<file path="src/uart_am_pkg.sv">
// package for the address-matching async serial port: register map, field positions,
// reset values, timing counts, modes, states and the packed state records.
// assumes a 32-bit avalon-mm slave with registers in the low byte lane.
package uart_am_pkg;

   // register byte offsets, one aligned word each
   localparam logic [4:0] OFF_SERIAL_CONTROL = 5'h00;
   localparam logic [4:0] OFF_SERIAL_DATA    = 5'h04;
   localparam logic [4:0] OFF_POWER_CONTROL  = 5'h08;
   localparam logic [4:0] OFF_SLAVE_ADDRESS  = 5'h0c;
   localparam logic [4:0] OFF_SLAVE_MASK     = 5'h10;

   // serial_control_register fields
   localparam int SC_MODE0_OR_FE = 7;
   localparam int SC_MODE1       = 6;
   localparam int SC_MP_ENABLE   = 5;
   localparam int SC_RX_ENABLE   = 4;
   localparam int SC_TX_NINTH    = 3;
   localparam int SC_RX_NINTH    = 2;
   localparam int SC_TX_DONE     = 1;
   localparam int SC_RX_DONE     = 0;

   // power_control_register fields
   localparam int PC_BAUD_DOUBLER = 7;
   localparam int PC_ERR_SELECT   = 6;

   // reset values
   localparam logic [7:0] SLAVE_ADDRESS_RESET = 8'h00;
   localparam logic [7:0] SLAVE_MASK_RESET    = 8'h00;

   // bit timing in oversampling ticks
   localparam logic [3:0] CNT_LAST     = 4'hf;
   localparam logic [3:0] CNT_VOTE_A   = 4'h7;
   localparam logic [3:0] CNT_VOTE_B   = 4'h8;
   localparam logic [3:0] CNT_VOTE_C   = 4'h9;
   localparam logic [8:0] RX_SH_ONES   = 9'h1ff;
   localparam logic [7:0] TX_END_MARK  = 8'h01;

   typedef enum logic [1:0] {
      MODE_SHIFT,
      MODE_8BIT,
      MODE_9FIXED,
      MODE_9VAR
   } serial_mode_t;

   typedef enum logic [1:0] {
      TX_IDLE,
      TX_START,
      TX_DATA
   } tx_state_t;

   typedef enum logic [1:0] {
      RX_HUNT,
      RX_BITS,
      RX_STOP
   } rx_state_t;

   typedef struct packed {
      // software-visible bits
      logic         mode_select_bit0;
      logic         mode_select_bit1;
      logic         multiprocessor_address_enable;
      logic         receive_enable;
      logic         transmit_ninth_bit;
      logic         received_ninth_bit;
      logic         transmit_done_flag;
      logic         receive_done_flag;
      logic         framing_error_flag;
      logic         baud_doubler;
      logic         error_flag_select;
      logic [7:0]   slave_address;
      logic [7:0]   slave_address_mask;
      logic [7:0]   rx_buffer;
      // transmitter
      tx_state_t    tx_st;
      logic         tx_req;
      logic [3:0]   tx_cnt;
      logic [8:0]   tx_sh;
      logic         tx_first;
      logic         txd;
      // receiver
      rx_state_t    rx_st;
      logic [3:0]   rx_cnt;
      logic [8:0]   rx_sh;
      logic         rx_prev;
      logic [1:0]   rx_votes;
      // bus slave
      logic         ack;
      logic         wait_q;
      logic [31:0]  rdata;
   } uart_state_t;

   localparam uart_state_t STATE_RESET = '{
      tx_st              : TX_IDLE,
      rx_st              : RX_HUNT,
      txd                : 1'b1,
      rx_prev            : 1'b1,
      wait_q             : 1'b1,
      slave_address      : SLAVE_ADDRESS_RESET,
      slave_address_mask : SLAVE_MASK_RESET,
      default            : '0
   };

   typedef struct packed {
      logic half;
      logic tick;
   } tick_state_t;

endpackage

</file>
<file path="src/uart_addr_match.sv">
// async serial port with 8-bit and 9-bit frames, 16x oversampled receive with
// majority vote, framing error and automatic multiprocessor address recognition.
// assumes an avalon-mm master, a timer overflow pulse and pins synchronous to ref_clk_i.
//
// Functional notes
// (RULE1) 8-bit frame: start, 8 lsb-first, stop
// (RULE2) data write requests send, aligned to rollover
// (RULE3) start bit, then data, then first shift
// (RULE4) 8-bit: zeros in, end at tenth rollover
// (RULE5) 9-bit frame adds programmable ninth bit
// (RULE6) 9-bit: first shift loads stop one
// (RULE7) 9-bit: end at eleventh rollover
// (RULE8) fixed 9-bit rate /16 or /32; variable timer
// (RULE9) 16x sampling; edge resets counter, ones fill
// (RULE10) vote samples seven, eight, nine
// (RULE11) bad start bit returns to hunting
// (RULE12) bits enter right; start at left ends
// (RULE13) 8-bit load gated by flag and stop
// (RULE14) 9-bit load gated by flag and ninth
// (RULE15) hunting resumes after frame either way
// (RULE16) 9-bit stop bit affects no data
// (RULE17) missing stop sets sticky framing error
// (RULE18) control bit 7 selects error or mode
// (RULE19) 9-bit address mode needs ninth and match
// (RULE20) 8-bit address mode needs stop and match
// (RULE21) given address: address masked by mask
// (RULE22) broadcast: address or mask, zeros ignored
// (RULE23) reset clears address and mask
// (RULE24) fixed mode rate follows baud doubler
// (RULE25) timer modes: overflow times doubler over 32
// (RULE26) one 16x tick for transmit and receive
`timescale 1ns/10ps
`default_nettype none

module uart_addr_match (
   // clock and reset
   input  wire logic        ref_clk_i,
   input  wire logic        rst_i,
   // avalon-mm slave
   input  wire logic [4:0]  address_i,
   input  wire logic        read_i,
   input  wire logic        write_i,
   input  wire logic [31:0] writedata_i,
   input  wire logic [3:0]  byteenable_i,
   output logic      [31:0] readdata_o,
   output logic             waitrequest_o,
   // rate source
   input  wire logic        timer_overflow_i,
   // serial pins
   input  wire logic        serial_in_pin_i,
   output logic             serial_out_pin_o
);

   uart_am_pkg::uart_state_t r;
   uart_am_pkg::uart_state_t next_r;
   logic                     tick16;

   ////////////////////////////////////////////////////////////////////////////////
   // helpers

   function automatic logic majority(input logic a, input logic b, input logic c);
      majority = (a & b) | (a & c) | (b & c);
   endfunction

   function automatic logic [7:0] bit_reverse(input logic [7:0] v);
      logic [7:0] o;
      o = '0;
      for (int i = 0; i < 8; i++) begin
         o[i] = v[7 - i];
      end
      bit_reverse = o;
   endfunction

   // given address or broadcast address match
   function automatic logic addr_match(input logic [7:0] b, input logic [7:0] sa, input logic [7:0] sm);
      logic [7:0] bcast;
      logic       given_hit;
      logic       bcast_hit;
      bcast     = sa | sm;                           // [RULE22]
      given_hit = ((b ^ sa) & sm) == 8'h00;          // [RULE21]
      bcast_hit = (b & bcast) == bcast;              // [RULE22]
      addr_match = given_hit | bcast_hit;
   endfunction

   function automatic uart_am_pkg::serial_mode_t mode_of(input logic m0, input logic m1);
      mode_of = uart_am_pkg::serial_mode_t'({m0, m1});
   endfunction

   ////////////////////////////////////////////////////////////////////////////////
   // shared oversampling tick

   uart_am_pkg::serial_mode_t mode;
   logic                      rate_src;
   logic                      ninebit;
   logic                      async_on;

   assign mode     = mode_of(r.mode_select_bit0, r.mode_select_bit1);
   assign ninebit  = (mode == uart_am_pkg::MODE_9FIXED) || (mode == uart_am_pkg::MODE_9VAR);
   assign async_on = (mode != uart_am_pkg::MODE_SHIFT);
   // fixed 9-bit mode counts system clocks, the rest count timer overflows [RULE8]
   assign rate_src = (mode == uart_am_pkg::MODE_9FIXED) ? 1'b1 : timer_overflow_i;

   uart_tick_gen u_tick (
      .ref_clk_i   (ref_clk_i),
      .rst_i       (rst_i),
      .src_pulse_i (rate_src),
      .halve_i     (~r.baud_doubler),
      .tick_o      (tick16)
   );

   ////////////////////////////////////////////////////////////////////////////////
   // next-state logic

   always_comb begin
      logic       req;
      logic       wr_now;
      logic       tx_roll;
      logic       vote;
      logic [7:0] rx_byte;
      logic       accept;
      logic [7:0] wbyte;
      req     = read_i | write_i;
      wr_now  = write_i & r.ack & byteenable_i[0];
      tx_roll = 1'b0;
      vote    = 1'b0;
      rx_byte = 8'h00;
      accept  = 1'b0;
      wbyte   = writedata_i[7:0];
      next_r  = r;

      // bus slave: one wait state, then the answer stands for one edge
      next_r.ack    = req & ~r.ack;
      next_r.wait_q = ~(req & ~r.ack);
      if (req & ~r.ack & read_i) begin
         unique case (address_i)
            uart_am_pkg::OFF_SERIAL_CONTROL: begin
               next_r.rdata = {24'h000000,
                               r.error_flag_select ? r.framing_error_flag : r.mode_select_bit0,   // [RULE18]
                               r.mode_select_bit1, r.multiprocessor_address_enable, r.receive_enable,
                               r.transmit_ninth_bit, r.received_ninth_bit,
                               r.transmit_done_flag, r.receive_done_flag};
            end
            uart_am_pkg::OFF_SERIAL_DATA:   next_r.rdata = {24'h000000, r.rx_buffer};
            uart_am_pkg::OFF_POWER_CONTROL: next_r.rdata = {24'h000000, r.baud_doubler, r.error_flag_select, 6'h00};
            uart_am_pkg::OFF_SLAVE_ADDRESS: next_r.rdata = {24'h000000, r.slave_address};
            uart_am_pkg::OFF_SLAVE_MASK:    next_r.rdata = {24'h000000, r.slave_address_mask};
            default:                        next_r.rdata = 32'h00000000;
         endcase
      end

      if (wr_now) begin
         unique case (address_i)
            uart_am_pkg::OFF_SERIAL_CONTROL: begin
               if (r.error_flag_select) begin
                  next_r.framing_error_flag = wbyte[uart_am_pkg::SC_MODE0_OR_FE];   // [RULE17] [RULE18]
               end else begin
                  next_r.mode_select_bit0 = wbyte[uart_am_pkg::SC_MODE0_OR_FE];     // [RULE18]
               end
               next_r.mode_select_bit1              = wbyte[uart_am_pkg::SC_MODE1];
               next_r.multiprocessor_address_enable = wbyte[uart_am_pkg::SC_MP_ENABLE];
               next_r.receive_enable                = wbyte[uart_am_pkg::SC_RX_ENABLE];
               next_r.transmit_ninth_bit            = wbyte[uart_am_pkg::SC_TX_NINTH];
               next_r.received_ninth_bit            = wbyte[uart_am_pkg::SC_RX_NINTH];
               next_r.transmit_done_flag            = wbyte[uart_am_pkg::SC_TX_DONE];
               next_r.receive_done_flag             = wbyte[uart_am_pkg::SC_RX_DONE];
            end
            uart_am_pkg::OFF_SERIAL_DATA: begin
               // a write during a frame is dropped: reloading would corrupt the line
               if (r.tx_st == uart_am_pkg::TX_IDLE) begin
                  next_r.tx_req   = 1'b1;                                            // [RULE2]
                  next_r.tx_first = 1'b1;
                  // 8-bit: marker one above data; 9-bit: ninth bit above data
                  next_r.tx_sh    = {ninebit ? r.transmit_ninth_bit : 1'b1, wbyte};  // [RULE4] [RULE6]
               end
            end
            uart_am_pkg::OFF_POWER_CONTROL: begin
               next_r.baud_doubler      = wbyte[uart_am_pkg::PC_BAUD_DOUBLER];
               next_r.error_flag_select = wbyte[uart_am_pkg::PC_ERR_SELECT];
            end
            uart_am_pkg::OFF_SLAVE_ADDRESS: next_r.slave_address      = wbyte;
            uart_am_pkg::OFF_SLAVE_MASK:    next_r.slave_address_mask = wbyte;
            default: ;
         endcase
      end

      ////////////////////////////////////////////////////////////////////////////////
      // transmitter: bit times follow the free-running divide-by-16 counter

      if (tick16) begin
         next_r.tx_cnt = r.tx_cnt + 4'h1;                                           // [RULE26]
         tx_roll       = (r.tx_cnt == uart_am_pkg::CNT_LAST);
      end

      if (tx_roll) begin
         unique case (r.tx_st)
            uart_am_pkg::TX_IDLE: begin
               // start waits for the rollover, not the write [RULE2]
               if (r.tx_req & async_on) begin
                  next_r.tx_req = 1'b0;
                  next_r.tx_st  = uart_am_pkg::TX_START;
                  next_r.txd    = 1'b0;                                            // [RULE1] [RULE3]
               end
            end
            uart_am_pkg::TX_START: begin
               next_r.tx_st = uart_am_pkg::TX_DATA;
               next_r.txd   = r.tx_sh[0];                                          // [RULE3]
            end
            uart_am_pkg::TX_DATA: begin
               if (~r.tx_first && (r.tx_sh[8:1] == uart_am_pkg::TX_END_MARK)) begin
                  // last shift: line returns high as the stop bit [RULE4] [RULE7]
                  next_r.tx_sh              = {1'b0, r.tx_sh[8:1]};
                  next_r.txd                = 1'b1;
                  next_r.tx_st              = uart_am_pkg::TX_IDLE;
                  next_r.transmit_done_flag = 1'b1;
               end else begin
                  // first 9-bit shift clocks the stop one in, zeros afterwards [RULE6]
                  next_r.tx_sh    = {ninebit & r.tx_first, r.tx_sh[8:1]};          // [RULE4] [RULE5]
                  next_r.txd      = r.tx_sh[1];
                  next_r.tx_first = 1'b0;
               end
            end
            default: next_r.tx_st = uart_am_pkg::TX_IDLE;
         endcase
      end

      ////////////////////////////////////////////////////////////////////////////////
      // receiver

      if (tick16) begin
         next_r.rx_prev = serial_in_pin_i;
         unique case (r.rx_st)
            uart_am_pkg::RX_HUNT: begin
               if (r.receive_enable & async_on & r.rx_prev & ~serial_in_pin_i) begin
                  next_r.rx_cnt = 4'h0;                                            // [RULE9]
                  next_r.rx_sh  = uart_am_pkg::RX_SH_ONES;                         // [RULE9]
                  next_r.rx_st  = uart_am_pkg::RX_BITS;
               end
            end
            uart_am_pkg::RX_BITS, uart_am_pkg::RX_STOP: begin
               next_r.rx_cnt = r.rx_cnt + 4'h1;                                    // [RULE26]
               if (r.rx_cnt == uart_am_pkg::CNT_VOTE_A) begin
                  next_r.rx_votes[0] = serial_in_pin_i;                            // [RULE10]
               end
               if (r.rx_cnt == uart_am_pkg::CNT_VOTE_B) begin
                  next_r.rx_votes[1] = serial_in_pin_i;                            // [RULE10]
               end
               if (r.rx_cnt == uart_am_pkg::CNT_VOTE_C) begin
                  vote = majority(r.rx_votes[0], r.rx_votes[1], serial_in_pin_i);  // [RULE10]
                  if (r.rx_st == uart_am_pkg::RX_STOP) begin
                     // 9-bit stop only feeds the error flag [RULE16]
                     if (~vote) begin
                        next_r.framing_error_flag = 1'b1;                          // [RULE17]
                     end
                     next_r.rx_st = uart_am_pkg::RX_HUNT;                          // [RULE15]
                  end else if (r.rx_sh == uart_am_pkg::RX_SH_ONES) begin
                     if (vote) begin
                        next_r.rx_st = uart_am_pkg::RX_HUNT;                       // [RULE11]
                     end else begin
                        next_r.rx_sh = {r.rx_sh[7:0], vote};                       // [RULE11] [RULE12]
                     end
                  end else if (~r.rx_sh[8]) begin
                     // start bit reached the left end: this vote is the last bit [RULE12]
                     rx_byte = bit_reverse(r.rx_sh[7:0]);
                     next_r.rx_sh = {r.rx_sh[7:0], vote};
                     // vote is the stop bit in 8-bit mode, the ninth bit otherwise
                     accept = ~r.receive_done_flag &
                              (~r.multiprocessor_address_enable |
                               (vote & addr_match(rx_byte, r.slave_address, r.slave_address_mask)));
                                                                                   // [RULE13] [RULE14] [RULE19] [RULE20]
                     if (accept) begin
                        next_r.rx_buffer          = rx_byte;                       // [RULE1] [RULE5]
                        next_r.received_ninth_bit = vote;
                        next_r.receive_done_flag  = 1'b1;
                     end
                     if (ninebit) begin
                        next_r.rx_st = uart_am_pkg::RX_STOP;                       // [RULE15]
                     end else begin
                        if (~vote) begin
                           next_r.framing_error_flag = 1'b1;                       // [RULE17]
                        end
                        next_r.rx_st = uart_am_pkg::RX_HUNT;                       // [RULE15]
                     end
                  end else begin
                     next_r.rx_sh = {r.rx_sh[7:0], vote};                          // [RULE12]
                  end
               end
            end
            default: next_r.rx_st = uart_am_pkg::RX_HUNT;
         endcase
      end
   end

   ////////////////////////////////////////////////////////////////////////////////
   // state register

   always_ff @(posedge ref_clk_i) begin
      if (rst_i) begin
         r <= uart_am_pkg::STATE_RESET;                                            // [RULE23] [RULE24]
      end else begin
         r <= next_r;
      end
   end

   assign readdata_o       = r.rdata;
   assign waitrequest_o    = r.wait_q;
   assign serial_out_pin_o = r.txd;

endmodule // uart_addr_match

`default_nettype wire

</file>
<file path="src/uart_tick_gen.sv">
// oversampling tick source: passes or halves a rate pulse into one 16x-bit-rate tick.
// assumes src_pulse_i is a one-cycle pulse in the ref_clk_i domain.
`timescale 1ns/10ps
`default_nettype none

module uart_tick_gen (
   // clock and reset
   input  wire logic ref_clk_i,
   input  wire logic rst_i,
   // rate control
   input  wire logic src_pulse_i,
   input  wire logic halve_i,
   // tick out
   output logic      tick_o
);

   uart_am_pkg::tick_state_t r;
   uart_am_pkg::tick_state_t next_r;

   always_comb begin
      next_r      = r;
      next_r.tick = 1'b0;
      if (src_pulse_i) begin
         // halving gives the /32 bit rate, passing gives /16 [RULE24] [RULE25]
         next_r.half = halve_i ? ~r.half : 1'b0;
         next_r.tick = halve_i ? r.half : 1'b1;
      end
   end

   always_ff @(posedge ref_clk_i) begin
      if (rst_i) begin
         r <= '0;
      end else begin
         r <= next_r;
      end
   end

   assign tick_o = r.tick;

endmodule // uart_tick_gen

`default_nettype wire
</file>
<file path="config.mk">
export PLATFORM = sky130hd
export DESIGN_NAME = uart_addr_match
export DESIGN_NICKNAME = d
export VERILOG_FILES = /design/src/uart_am_pkg.sv /design/src/uart_addr_match.sv /design/src/uart_tick_gen.sv
export SDC_FILE = /design/constraint.sdc
export NUM_CORES = 1
export LEC_CHECK = 0
export ABC_AREA = 1
export BUFFER_PORTS_ARGS = -buffer_cell sky130_fd_sc_hd__buf_2
export CORE_ASPECT_RATIO = 0.5
export CORE_MARGIN = 4
export CORE_UTILIZATION = 56
export CTS_CLUSTER_DIAMETER = 40
export DETAILED_ROUTE_END_ITERATION = 6
export GPL_TIMING_DRIVEN = 0
export PLACE_DENSITY = 0.82
export SYNTH_ARGS = -nofsm -noshare
export SYNTH_HDL_FRONTEND = slang
export SYNTH_HIERARCHICAL = 1
export SYNTH_SLANG_ARGS = --single-unit
</file>
<file path="constraint.sdc">
create_clock -name ref_clk_i -period 2.8 [get_ports ref_clk_i]
set_clock_uncertainty 0.15 [all_clocks]
set_input_delay 0.56 -clock ref_clk_i [delete_from_list [all_inputs] [get_ports ref_clk_i]]
set_output_delay 0.56 -clock ref_clk_i [all_outputs]
set_load 0.01 [all_outputs]
</file>
; Yosys cells after proc, flatten, opt, wreduce, memory -nomap -nowiden
; Index checks and enable logic that the tools add are counted.
[totals]
output_inout_bits = 34
ff_bits = 107
elab_cells = 181
inputBits = 47
[op_classes]
n_reduce_logical = 24
n_mux = 64
n_addsub = 2
eq_ne = 25
n_bitwise = 35
[ops]
columns = operator, count
row1 = 9-bit two-way mux, 5
row2 = 10-bit two-way mux, 4
row3 = 8-bit case mux with 5 select lines, 1
row4 = 1-bit two-way mux, 30
row5 = 2-bit two-way mux, 13
row6 = 13-bit case mux with 2 select lines, 1
row7 = 22-bit two-way mux, 1
row8 = 3-bit AND reduction, 6
row9 = 8-bit bitwise AND, 2
row10 = 8-bit two-way mux, 2
row11 = 15-bit two-way mux, 1
row12 = 1-bit bitwise AND, 14
row13 = "4-bit == test, second input constant", 3
row14 = 1-bit inverter, 12
row15 = 11-bit two-way mux, 1
row16 = "5-bit by 4-bit == test with 1-bit output, second input constant", 2
row17 = "9-bit == test, second input constant", 1
row18 = "4-bit by 1-bit adder with 4-bit output, second input constant", 2
row19 = "2-bit == test, second input constant", 4
row20 = "8-bit by 1-bit == test with 1-bit output, second input constant", 1
row21 = 8-bit == test, 1
row22 = 8-bit zero test, 1
row23 = "2-bit inequality test, second input constant", 4
row24 = "4-bit inequality test, second input constant", 2
row25 = 25 further kinds, 36

; Depth between registers and ports, before layout
; Gate-level depths: netlist of run 1.
[logic_depth]
depth_word = 14
mapped_depth = 13
mapped_depth_nobuf = 13

; By module
; Netlist of run 1, hierarchy kept.
[modules_own_cells]
columns = module, n_inst, seq_area_each_um2, cells_each, area_each_um2
row1 = uart_addr_match, 1, 1621.6, 597, 4205.3
row2 = uart_tick_gen, 1, 40.0, 10, 75.1

; Worst setup path before layout of run 1
; Ideal clock, no wire load.
[synth_path]
kind = register to register
from = register r[51] (netlist name)
to = register r[76] (netlist name)
period_less_slack_ns = 1.971
slack_ns = 0.829
path_buffers = 1
arrival_time_ns = 1.706
t_required_ns = 2.535
setup_time_ns = 0.115
path_stages_with_launch = 11
cell_sequence = dfxtp_1 > inv_1 > ha_1 > nand2_1 > inv_2 > nand4_2 > nor4_4 > buf_6 > nand3_1 > nand2_1 > nor2_1
[synth_via]
elab_chain_len = 3
elab_cells_between_ends = 5
cone_classes = eq/ne (2) / bitwise (1) / reduce/logical (2)
[synth_rtl]
columns = item, line
row1 = from (decl), uart_addr_match.sv:54  ; uart_am_pkg::uart_state_t r;
row2 = from (signal assigned), uart_addr_match.sv:298  ; r <= uart_am_pkg::STATE_RESET;
row3 = from (signal assigned), uart_addr_match.sv:300  ; r <= next_r;
row4 = 2-bit == test or 2-bit by 1-bit == test with 1-bit output (tied branches), "uart_addr_match.sv:231, uart_addr_match.sv:249"
row5 = 2-bit OR reduction or 1-bit inverter (tied branches), n/a
row6 = 7-bit AND reduction (no line) (*), n/a
; Mark *: on every way between the ends. The rest lies on a longest branch, timed or not.
; A chain may end at the register's enable or synchronous reset.

; Worst setup path in the final report of run 1
; Same ends and word-level chain as after synthesis.

==> results of run 1 <==
[power breakdown]
group	internal, mW	switching [mW]	leakage [nW]
Clock	0.702	0.446	0.141
Sequential	1.19	0.00466	0.670
Combinational	0.0508	0.0892	1.35
Total	1.94	0.540	2.16
[flip-flops by register name, indices dropped and copies added (netlist names)]
name,flops
u_tick/tick_o,1
r,69
readdata_o,8
waitrequest_o,1
u_tick/r,1
mode,2
serial_out_pin_o,1
[metrics by stage]
stage          hold WS [ns]  setup WS (ns)  util, %  instances  cell area, um^2
2_1_floorplan         0.291          0.829        -        630             4370
3_3_place_gp          0.305          0.482     62.8        755             4630
3_5_place_dp          0.309          0.429     62.8        755             4630
4_1_cts               0.247          0.404     66.6        769             4910
5_1_grt               0.254          0.239     66.6        769             4910
6_report              0.256          0.379     66.6        769             4910
[final timing paths]
kind	endpoint	startpoint	slack [ns]	depth (start not counted)
hold reg to reg	readdata_o[3]	readdata_o[3]	0.32	2
setup reg to reg	r[76]	r[51]	0.38	10
hold / removal	u_tick/tick_o	rst_i	0.26	2
setup / recovery	r[76]	r[51]	0.38	10
[layout make-up]
| cell class | count | area [um^2] | share of cell area, % |
|---|---|---|---|
| clock inverters | 3 | 40.0 | 0.815 |
| repair buffers | 29 | 145 | 2.95 |
| inverters | 72 | 270 | 5.50 |
| multi-input cells | 430 | 2130 | 43.4 |
| well taps | 96 | 120 | 2.44 |
| clock buffers | 11 | 243 | 4.94 |
| plain buffers | 45 | 300 | 6.11 |
| flip-flops and latches | 83 | 1660 | 33.8 |
[placed cells by master (no fill, tap or decap), types with 2 or more instances in the layout]
master       n
a21oi_1     60
nor2_1      70
inv_1       68
o21ai_0     88
conb_1      24
xor2_1       2
dfxtp_1     83
clkbuf_1    12
nand4_1      5
clkbuf_16    9
inv_2        2
ha_1        13
o211ai_1     2
clkinv_2     2
nand2_1    103
nor3_1       6
o31ai_1      2
buf_4       33
o21bai_1     3
nand3_1     31
mux2i_1      7
buf_2       29
clkinv_1     2
nor2_4       2
[metal layers]
metal  up-vias  GRT usage (%)  part of all wire [%]
li1       2062              -                     -
met2       175           37.8                    43
met4         0           7.68                   1.7
met3        18           6.67                    10
met5         -              0                     0
met1      1821           31.1                    45
[worst register-to-register path, stage by stage, from the launching register on]
cell and delay, ns:
dfxtp_1 0.42, inv_1 0.09, ha_1 0.45, nand2_1 0.11, inv_2 0.09, nand4_2 0.14, nor4_4 0.46, buf_6 0.21
nand3_1 0.08, nand2_1 0.07, nor2_1 0.04
[cells by family (layout without fill, tap and decap cells)]
logic type | count (synthesis) | in the layout
multiplexers | 7 | 7
other | 1 | 24
flip-flops | 83 | 83
adder cells (fa/ha/maj) | 13 | 13
buffers and inverters | 117 | 160
AND/OR/NAND/NOR | 225 | 225
AO/OA/AOI/OAI | 159 | 159
XOR/XNOR | 2 | 2
==> summary.md, run 1 <==
| Metric | Value |
|---|---|
| Num rows | 22 |
| Flops & latches, synth | 83 |
| Power per standard cell area | 505 nW/um^2 |
| Vias in the first global route | 3623 |
| Gate Count Post-Synth | 607 |
| Syn Area/Cell | 7.05 um^2 |
| RSZ-0062 raised after global routing | false |
| EDFF count, synth | 0 |
| Max clock buf depth | 2 |
| GP Congestion | 0.970 |
| Max FO, Critical Path | 10 |
| HPWL after detailed placement | 8030 um |
| Final wirelength | 10800 um |
| Pin count of the biggest net entering global routing | 13 |
| Predominant post-synthesis flop cell | dfxtp_1 |
| DR vias | 4076 |
| CP arrival | 2.50 ns |
| Initial core utilization | 58.0% |
| Worst vdd ir | 385 uV |
| # diodes | 0 |
| Final nets | 730 |
| Fraction of layout cells with a size suffix above 1 | 12.9% |
| Clock root cell | clkbuf_16 |
| Area delta synth->final | 14.8% |
| Slew headroom | 51.1% |
| Clk pin slew, worst setup/hold paths | 0.06 ns |
| Mapped Area | 4280 um^2 |
| Cell with the most instances after synthesis | nand2_1 |
| Worst min path class | input pin to register |
| Overall power | 2.48 mW |
| Area leader, netlist | dfxtp_1 |
| First-pass GRT wire length | 17300 um |
| CP required | 2.88 ns |
| Ys Warns | 6 |
| Min cycle time layout | 2.42 ns |
| Commonest cells post-synth | 103 x nand2_1, 88 x o21ai_0, 83 x dfxtp_1 |
| Synth Area in XOR/XNOR | 0.409% |
| Main combinational cell family by area after synthesis | simple AND/OR/NAND/NOR gates |
| Port buffer count | 29 |
| CP startpoint kind | register |
| Worst-Skew Late Latency | 0.34 ns |
| Synth Area in Compound Gates | 19.3% |
| I/O pin count | 81 |
| Leakage | 2.16 nW |
| Critical path, cell by cell | inv_1 -> ha_1 -> nand2_1 -> inv_2 -> nand4_2 -> nor4_4 -> buf_6 -> nand3_1 -> nand2_1 -> nor2_1 |
| DRC violations left | 0 |
| Fin. max-slew vios | 0 |
| Max stage delay on crit path | 0.46 ns |
| Finish-stage setup viols | 0 |
| Tightest Pin Transition | 0.734 ns |
| CP max stage cell | nor4_4 |
| CTS tree | done |
| Grt ovf | 0 |
| CTS H-tree depth | 3 |
| Die Y | 69.8 um |
| GRT Total Usage | 23.7% |
| Max-Cap Viols | 0 |
| Status | complete, no violations |
| Drt first-iter violations | 417 |
| TritonRoute pass-1 iters | 5 |
| Final hold viol count | 0 |
| Fill cell count | 659 |
| Synth Area in Adders | 3.80% |
| Die footprint | 9190 um^2 |
| CTS Hold Buffers Added | 0 |
| Upper clock frequency limit | 0.413 GHz |
| Post-synth cell types | 34 |
| Post-CTS Setup Repair Bufs | 0 |
| Post-synthesis mux area share | 1.64% |
| Wire per inst | 14.0 um |
| Simple-gate share of the synthesized area | 22.6% |
| Fin crit share | 86.5% |
| ANT nets after route | 0 |
| Synth top area share | 38.8% |
| CP delay by family, top | simple AND/OR/NAND/NOR gates |
| Ys async rst share | 0% |
| Sequential share of the synthesized area | 38.8% |
| Most common cell on crit path | nand2_1 |
| TNS Setup | 0 ns |
| Placeable Area | 7380 um^2 |
| Die X | 132 um |
| Antenna violations before repair | 0 |
| Clock sinks | 83 |
| Crit path capture type | register |
| Crit Path Category | register to register |
| Via/cell ratio | 5.30 |
| Area contributors post-synth | dfxtp_1 39%, o21ai_0 10%, nand2_1 9.0% |
| Post-cts resize count | 0 |
| CTS Buf Count | 9 |
| Bufs and invs on worst path | 3 |
No activity file was read; power rests on OpenSTA's default activity.
==> run 2: changes to the inputs <==
Clock period 2.8 ns to 2.4 ns, I/O delays scaled along.
==> run 2 against run 1 <==
  * Count of clock-buffer cells in the layout is the same
  * Total power is 17% higher
  * Global-route usage stayed put
  * Sequential cell count unchanged
  * Final area is 0.23% higher
  * Utilization is 0.15 points higher
  * Combinational power is 18% higher
  * Critical path depth grew 1
  * Worst hold slack lost 0.081 ns
  * Register-to-register slack got worse by 0.24 ns
  * First-iteration DRC count increased by 3.8%
  * Critical path type unchanged
==> summary.md, run 2 (synthesis results as in run 1) <==
| Metric | Value |
|---|---|
| Min cycle time layout | 2.26 ns |
| CTS H-tree depth | 3 |
| RSZ-0062 raised after global routing | false |
| DR vias | 4116 |
| # diodes | 0 |
| Via/cell ratio | 5.35 |
| Clk pin slew, worst setup/hold paths | 0.06 ns |
| I/O pin count | 81 |
| CP startpoint kind | register |
| Max FO, Critical Path | 10 |
| Fin crit share | 94.2% |
| Fill cell count | 654 |
| Max clock buf depth | 2 |
| Crit Path Category | register to register |
| Clock Power Share | 46.4% |
| Leakage | 2.16 nW |
| Hold path start | rst_i |
| Drt first-iter violations | 433 |
| Reg-to-reg startpoint | r[51] |
| Commonest non-fill, non-tap cells in the layout | 103 x nand2_1, 88 x o21ai_0, 82 x dfxtp_1 |
| Die Y | 69.8 um |
| Pin count of the biggest net entering global routing | 13 |
| Area delta synth->final | 15.1% |
| TritonRoute pass-1 iters | 5 |
| CTS Buf Count | 9 |
| ANT nets after route | 0 |
| Sw Ratio | 21.9% |
| DRC violations left | 0 |
| Fin. max-slew vios | 0 |
| P_sw | 0.636 mW |
| Max FFs per register | 69 |
| Hold slack | 0.174 ns |
| Die footprint | 9190 um^2 |
| Die X | 132 um |
| Commonest non-fill, non-tap cell in the layout | nand2_1 |
| Grt ovf | 0 |
| CP required | 2.48 ns |
| Tightest Pin Transition | 0.711 ns |
| Max-Cap Viols | 0 |
| CTS tree | done |
| Upper clock frequency limit | 0.442 GHz |
| Crit path capture type | register |
| Overall power | 2.90 mW |
| Cell internal pwr | 2.26 mW |
| Reg2Reg Capture Point | r[76] |
| Final nets | 731 |
| Reg power frac | 48.0% |
| Status | complete, no violations |
| HPWL after detailed placement | 8030 um |
| GRT Total Usage | 23.7% |
| TNS Setup | 0 ns |
| Vias in the first global route | 3623 |
| Number of cells on the worst hold path | 2 |
| Placeable Area | 7380 um^2 |
| Clock sinks | 83 |
| R2r worst-path depth | 11 |
| Worst min path class | input pin to register |
| CP arrival | 2.34 ns |
| Worst-Skew Late Latency | 0.34 ns |
| Port buffer count | 29 |
| Clock root cell | clkbuf_16 |
| First-pass GRT wire length | 17300 um |
| R2R setup slack | 0.14 ns |
| Power per standard cell area | 589 nW/um^2 |
| Final wirelength | 10800 um |
| Slew headroom | 52.6% |
| Antenna violations before repair | 0 |
| Wire per inst | 14.1 um |
| Fraction of layout cells with a size suffix above 1 | 13.4% |
| Combinational group share of total power | 5.7% |
| GP Congestion | 0.970 |
| Initial core utilization | 58.0% |
| Finish-stage setup viols | 0 |
| Final hold viol count | 0 |
| Worst Hold Endpoint | u_tick/tick_o |
| Largest register by flop count | r |
| Worst vdd ir | 449 uV |
| Num rows | 22 |
run 2: worst max path at each step:
stage,startpoint,end,depth (start not counted)
after floorplan,r[51],r[76],10
after CTS,r[51],r[76],10
final,r[51],r[76],11
after global placement,r[51],r[77],10
after global routing,r[50],r[76],11
after detailed placement,r[51],r[76],10
run 2: repair_timing:
action | in CTS | in global routing
setup endpoints to repair | 0 | 10
buffers inserted | 0 | 1
hold buffers | 0 | 0
gates resized for setup | 0 | 2
run 2: stage by stage:
stage / instances / setup slack (ns) / util (%) / area, um^2
final: 770 / 0.140 / 66.8 / 4930
after global routing: 770 / 0.0348 / 66.8 / 4930
after CTS: 769 / 0.00449 / 66.6 / 4910
after detailed placement: 755 / 0.0293 / 62.8 / 4630
after global placement: 755 / 0.0816 / 62.8 / 4630
after floorplan: 630 / 0.429 / - / 4370
run 2: per-layer routing:
metal | global-route usage [%] | share of wire (%) | vias to the layer above
met5 | 0 | 0 | -
met4 | 7.68 | 1.9 | 0
met3 | 6.67 | 10 | 24
met2 | 37.8 | 43 | 192
met1 | 31.1 | 44 | 1834
li1 | - | - | 2066
run 2: power groups by stage:
stage | registers (mW) | logic, mW | clock network (mW)
after CTS | 1.39 | 0.159 | 1.36
after floorplan | 1.42 | 0.104 | 0
after global routing | 1.39 | 0.180 | 1.42
after global placement | 1.42 | 0.155 | 0
final | 1.39 | 0.165 | 1.34
after detailed placement | 1.42 | 0.158 | 0
run 2: critical path, stage by stage, from the launching register on:
cell and delay, ns:
dfxtp_2 0.38, inv_1 0.08, ha_2 0.42, nand2_1 0.09, inv_2 0.09, nand4_2 0.14, nor4_4 0.24, buf_4 0.22
buf_6 0.15, nand3_1 0.08, nand2_1 0.07, nor2_1 0.04
run 2: final cells by class:
type | count | area (um^2) | area share [%]
multi-input cells | 430 | 2140 | 43.4
flip-flops and latches | 83 | 1660 | 33.8
plain buffers | 45 | 300 | 6.10
inverters | 72 | 270 | 5.49
clock buffers | 11 | 243 | 4.93
repair buffers | 30 | 153 | 3.10
well taps | 96 | 120 | 2.44
clock inverters | 3 | 40.0 | 0.813
==> run 3: changes to the inputs <==
Settings changed: CORE_UTILIZATION 56 to 25, CTS_BUF_LIST set to sky130_fd_sc_hd__clkbuf_16, PLACE_DENSITY 0.82 to 0.44.
==> run 3 against run 2 <==
  * Register-to-register slack improved by 0.097 ns
  * Count of clock-buffer cells in the layout decreased by 2
  * Maximum frequency grew 4.5%
  * First-iteration DRC count fell by 52%
  * Combinational power rose by 2%
  * Sequential share of layout area fell by 1.2 points
  * Clock power hardly changed
  * Via count down 3.8%
  * Setup slack improved by 0.097 ns
  * Critical endpoint is now r[77]
  * Highest routed layer unchanged
==> summary.md, run 3 (synthesis results as in run 1) <==
| Metric | Value |
|---|---|
| Status | complete, no violations |
| R2r worst-path depth | 11 |
| First-pass GRT wire length | 19800 um |
| HPWL after detailed placement | 9640 um |
| Finish-stage setup viols | 0 |
| Dpl cells | 886 |
| Crit path capture type | register |
| Worst Hold Endpoint | u_tick/tick_o |
| Clock root cell | clkbuf_16 |
| Final worst setup slack | 0.237 ns |
| I/O pin count | 81 |
| GP Congestion | 0.825 |
| DP Worst Slack | -0.0346 ns |
| Clk pin slew, worst setup/hold paths | 0.06 ns |
| Final Cell Area | 5110 um^2 |
| Final wirelength | 12700 um |
| Sw Ratio | 23.3% |
| CTS tree | done |
| Initial core utilization | 25.9% |
| Slew headroom | 50.9% |
| Reg-to-reg startpoint | r[50] |
| Max clock buf depth | 2 |
| Combinational group share of total power | 5.8% |
| CTS Hold Buffers Added | 0 |
| DRC violations left | 0 |
| R2R setup slack | 0.24 ns |
| Fraction of layout cells with a size suffix above 1 | 13.5% |
| Placeable Area | 16600 um^2 |
| Pin count of the biggest net entering global routing | 14 |
| Clock sinks | 83 |
| Power per standard cell area | 571 nW/um^2 |
| Reg power frac | 47.7% |
| Final Non-Filler Cells | 903 |
| Critical path, cell by cell | inv_1 -> ha_4 -> nand2_1 -> inv_2 -> nand4_2 -> nor4_4 -> buf_4 -> buf_6 -> nand3_1 -> nand2_1 -> nor2_1 |
| CTS Buf Count | 9 |
| Bufs and invs on worst path | 4 |
| Fin util | 30.8% |
| Wire per inst | 14.1 um |
| Die Y | 101 um |
| Final hold viol count | 0 |
| Reg2Reg Capture Point | r[77] |
| Fin. max-slew vios | 0 |
| Commonest non-fill, non-tap cell in the layout | nand2_1 |
| Crit Path Category | register to register |
| Drt first-iter violations | 207 |
| Number of cells on the worst hold path | 2 |
| Via/cell ratio | 4.39 |
| Commonest non-fill, non-tap cells in the layout | 103 x nand2_1, 88 x o21ai_0, 82 x dfxtp_1 |
| Grt ovf | 0 |
| Tightest Pin Transition | 0.736 ns |
| Overall power | 2.91 mW |
| CTS H-tree depth | 3 |
| TritonRoute pass-1 iters | 5 |
| ANT nets after route | 0 |
| Clock Power Share | 46.5% |
| Die X | 193 um |
| # diodes | 0 |
| Vias in the first global route | 3661 |
| TNS Setup | 0 ns |
| Final nets | 732 |
| Hold slack | 0.204 ns |
| Worst-Skew Late Latency | 0.34 ns |
| Port buffer count | 29 |
| Area delta synth->final | 19.3% |
| GRT Total Usage | 13.3% |
| Worst min path class | input pin to register |
| Most common cell on crit path | nand2_1 |
| Max-Cap Viols | 0 |
| Min cycle time layout | 2.16 ns |
| Max FFs per register | 69 |
| Max stage delay on crit path | 0.36 ns |
| Hold path start | rst_i |
| Leakage | 2.16 nW |
| Upper clock frequency limit | 0.462 GHz |
| Cell internal pwr | 2.24 mW |
| CP required | 2.48 ns |
| Num rows | 33 |
| CP max stage cell | dfxtp_1 |
| Fin crit share | 90.1% |
| CP delay by family, top | simple AND/OR/NAND/NOR gates |
| Largest register by flop count | r |
| RSZ-0062 raised after global routing | false |
| CP startpoint kind | register |
| Fill cell count | 1831 |
| Placed Area | 4800 um^2 |
| Max FO, Critical Path | 10 |
| DR vias | 3960 |
| Die footprint | 19400 um^2 |
| Antenna violations before repair | 0 |
| CP arrival | 2.25 ns |
| P_sw | 0.678 mW |
| Worst vdd ir | 355 uV |
-- run 3: changes by cell type in the layout (fill, tap and decap cells not counted), sizes merged --
cell      before  now
clkinv         4    5
clkbuf        22   20
clkinvlp       0    2
buf           64   65
-- run 3: final cells by class --
cell class	instances	area [um^2]	area share (%)
Multi-Input combinational cell	430	2150	42.0
Clock inverter	6	57.6	1.13
Inverter	72	270	5.29
Buffer	45	300	5.88
Timing Repair Buffer	31	160	3.14
Clock buffer	9	225	4.41
Tap cell	227	284	5.56
Sequential cell	83	1660	32.6
-- run 3: how the worst max path moves through the flow --
stage / start / endpoint / slack, ns / cells after the start
2_1_floorplan: r[51] / r[76] / 0.43 / 10
3_3_place_gp: address_i[1] / r[88] / -0.07 / 8
3_5_place_dp: r[51] / r[77] / -0.03 / 10
4_1_cts: r[51] / r[77] / 0.08 / 11
5_1_grt: address_i[3] / r[87] / 0.007 / 9
6_report: r[50] / r[77] / 0.24 / 11
-- run 3: per-layer routing --
layer  up-vias  GRT usage [%]  part of all wire (%)
li1       2065              -                     -
met1      1796           18.3                    51
met2        84           21.5                    44
met3        15           2.73                   4.3
met4         0           3.26                   1.3
met5         -              0                     0
-- run 3: what timing repair did --
action | CTS | global route
setup buffers | 2 | 0
endpoints found under the setup margin | 3 | 9
gates resized for setup | 0 | 3
pin swaps | 1 | 0
-- run 3: worst reg2reg max path, cell delays in order (launching register included) --
cell and delay (ns):
dfxtp_1 0.36, inv_1 0.12, ha_4 0.35, nand2_1 0.08
inv_2 0.08, nand4_2 0.15, nor4_4 0.24, buf_4 0.20
buf_6 0.15, nand3_1 0.08, nand2_1 0.07, nor2_1 0.05
-- run 3: power by group through the flow --
stage / clock [mW] / sequential (mW) / combinational, mW
2_1_floorplan: 0 / 1.42 / 0.104
3_3_place_gp: 0 / 1.42 / 0.166
3_5_place_dp: 0 / 1.42 / 0.167
4_1_cts: 1.39 / 1.39 / 0.168
5_1_grt: 1.44 / 1.39 / 0.189
6_report: 1.35 / 1.39 / 0.169
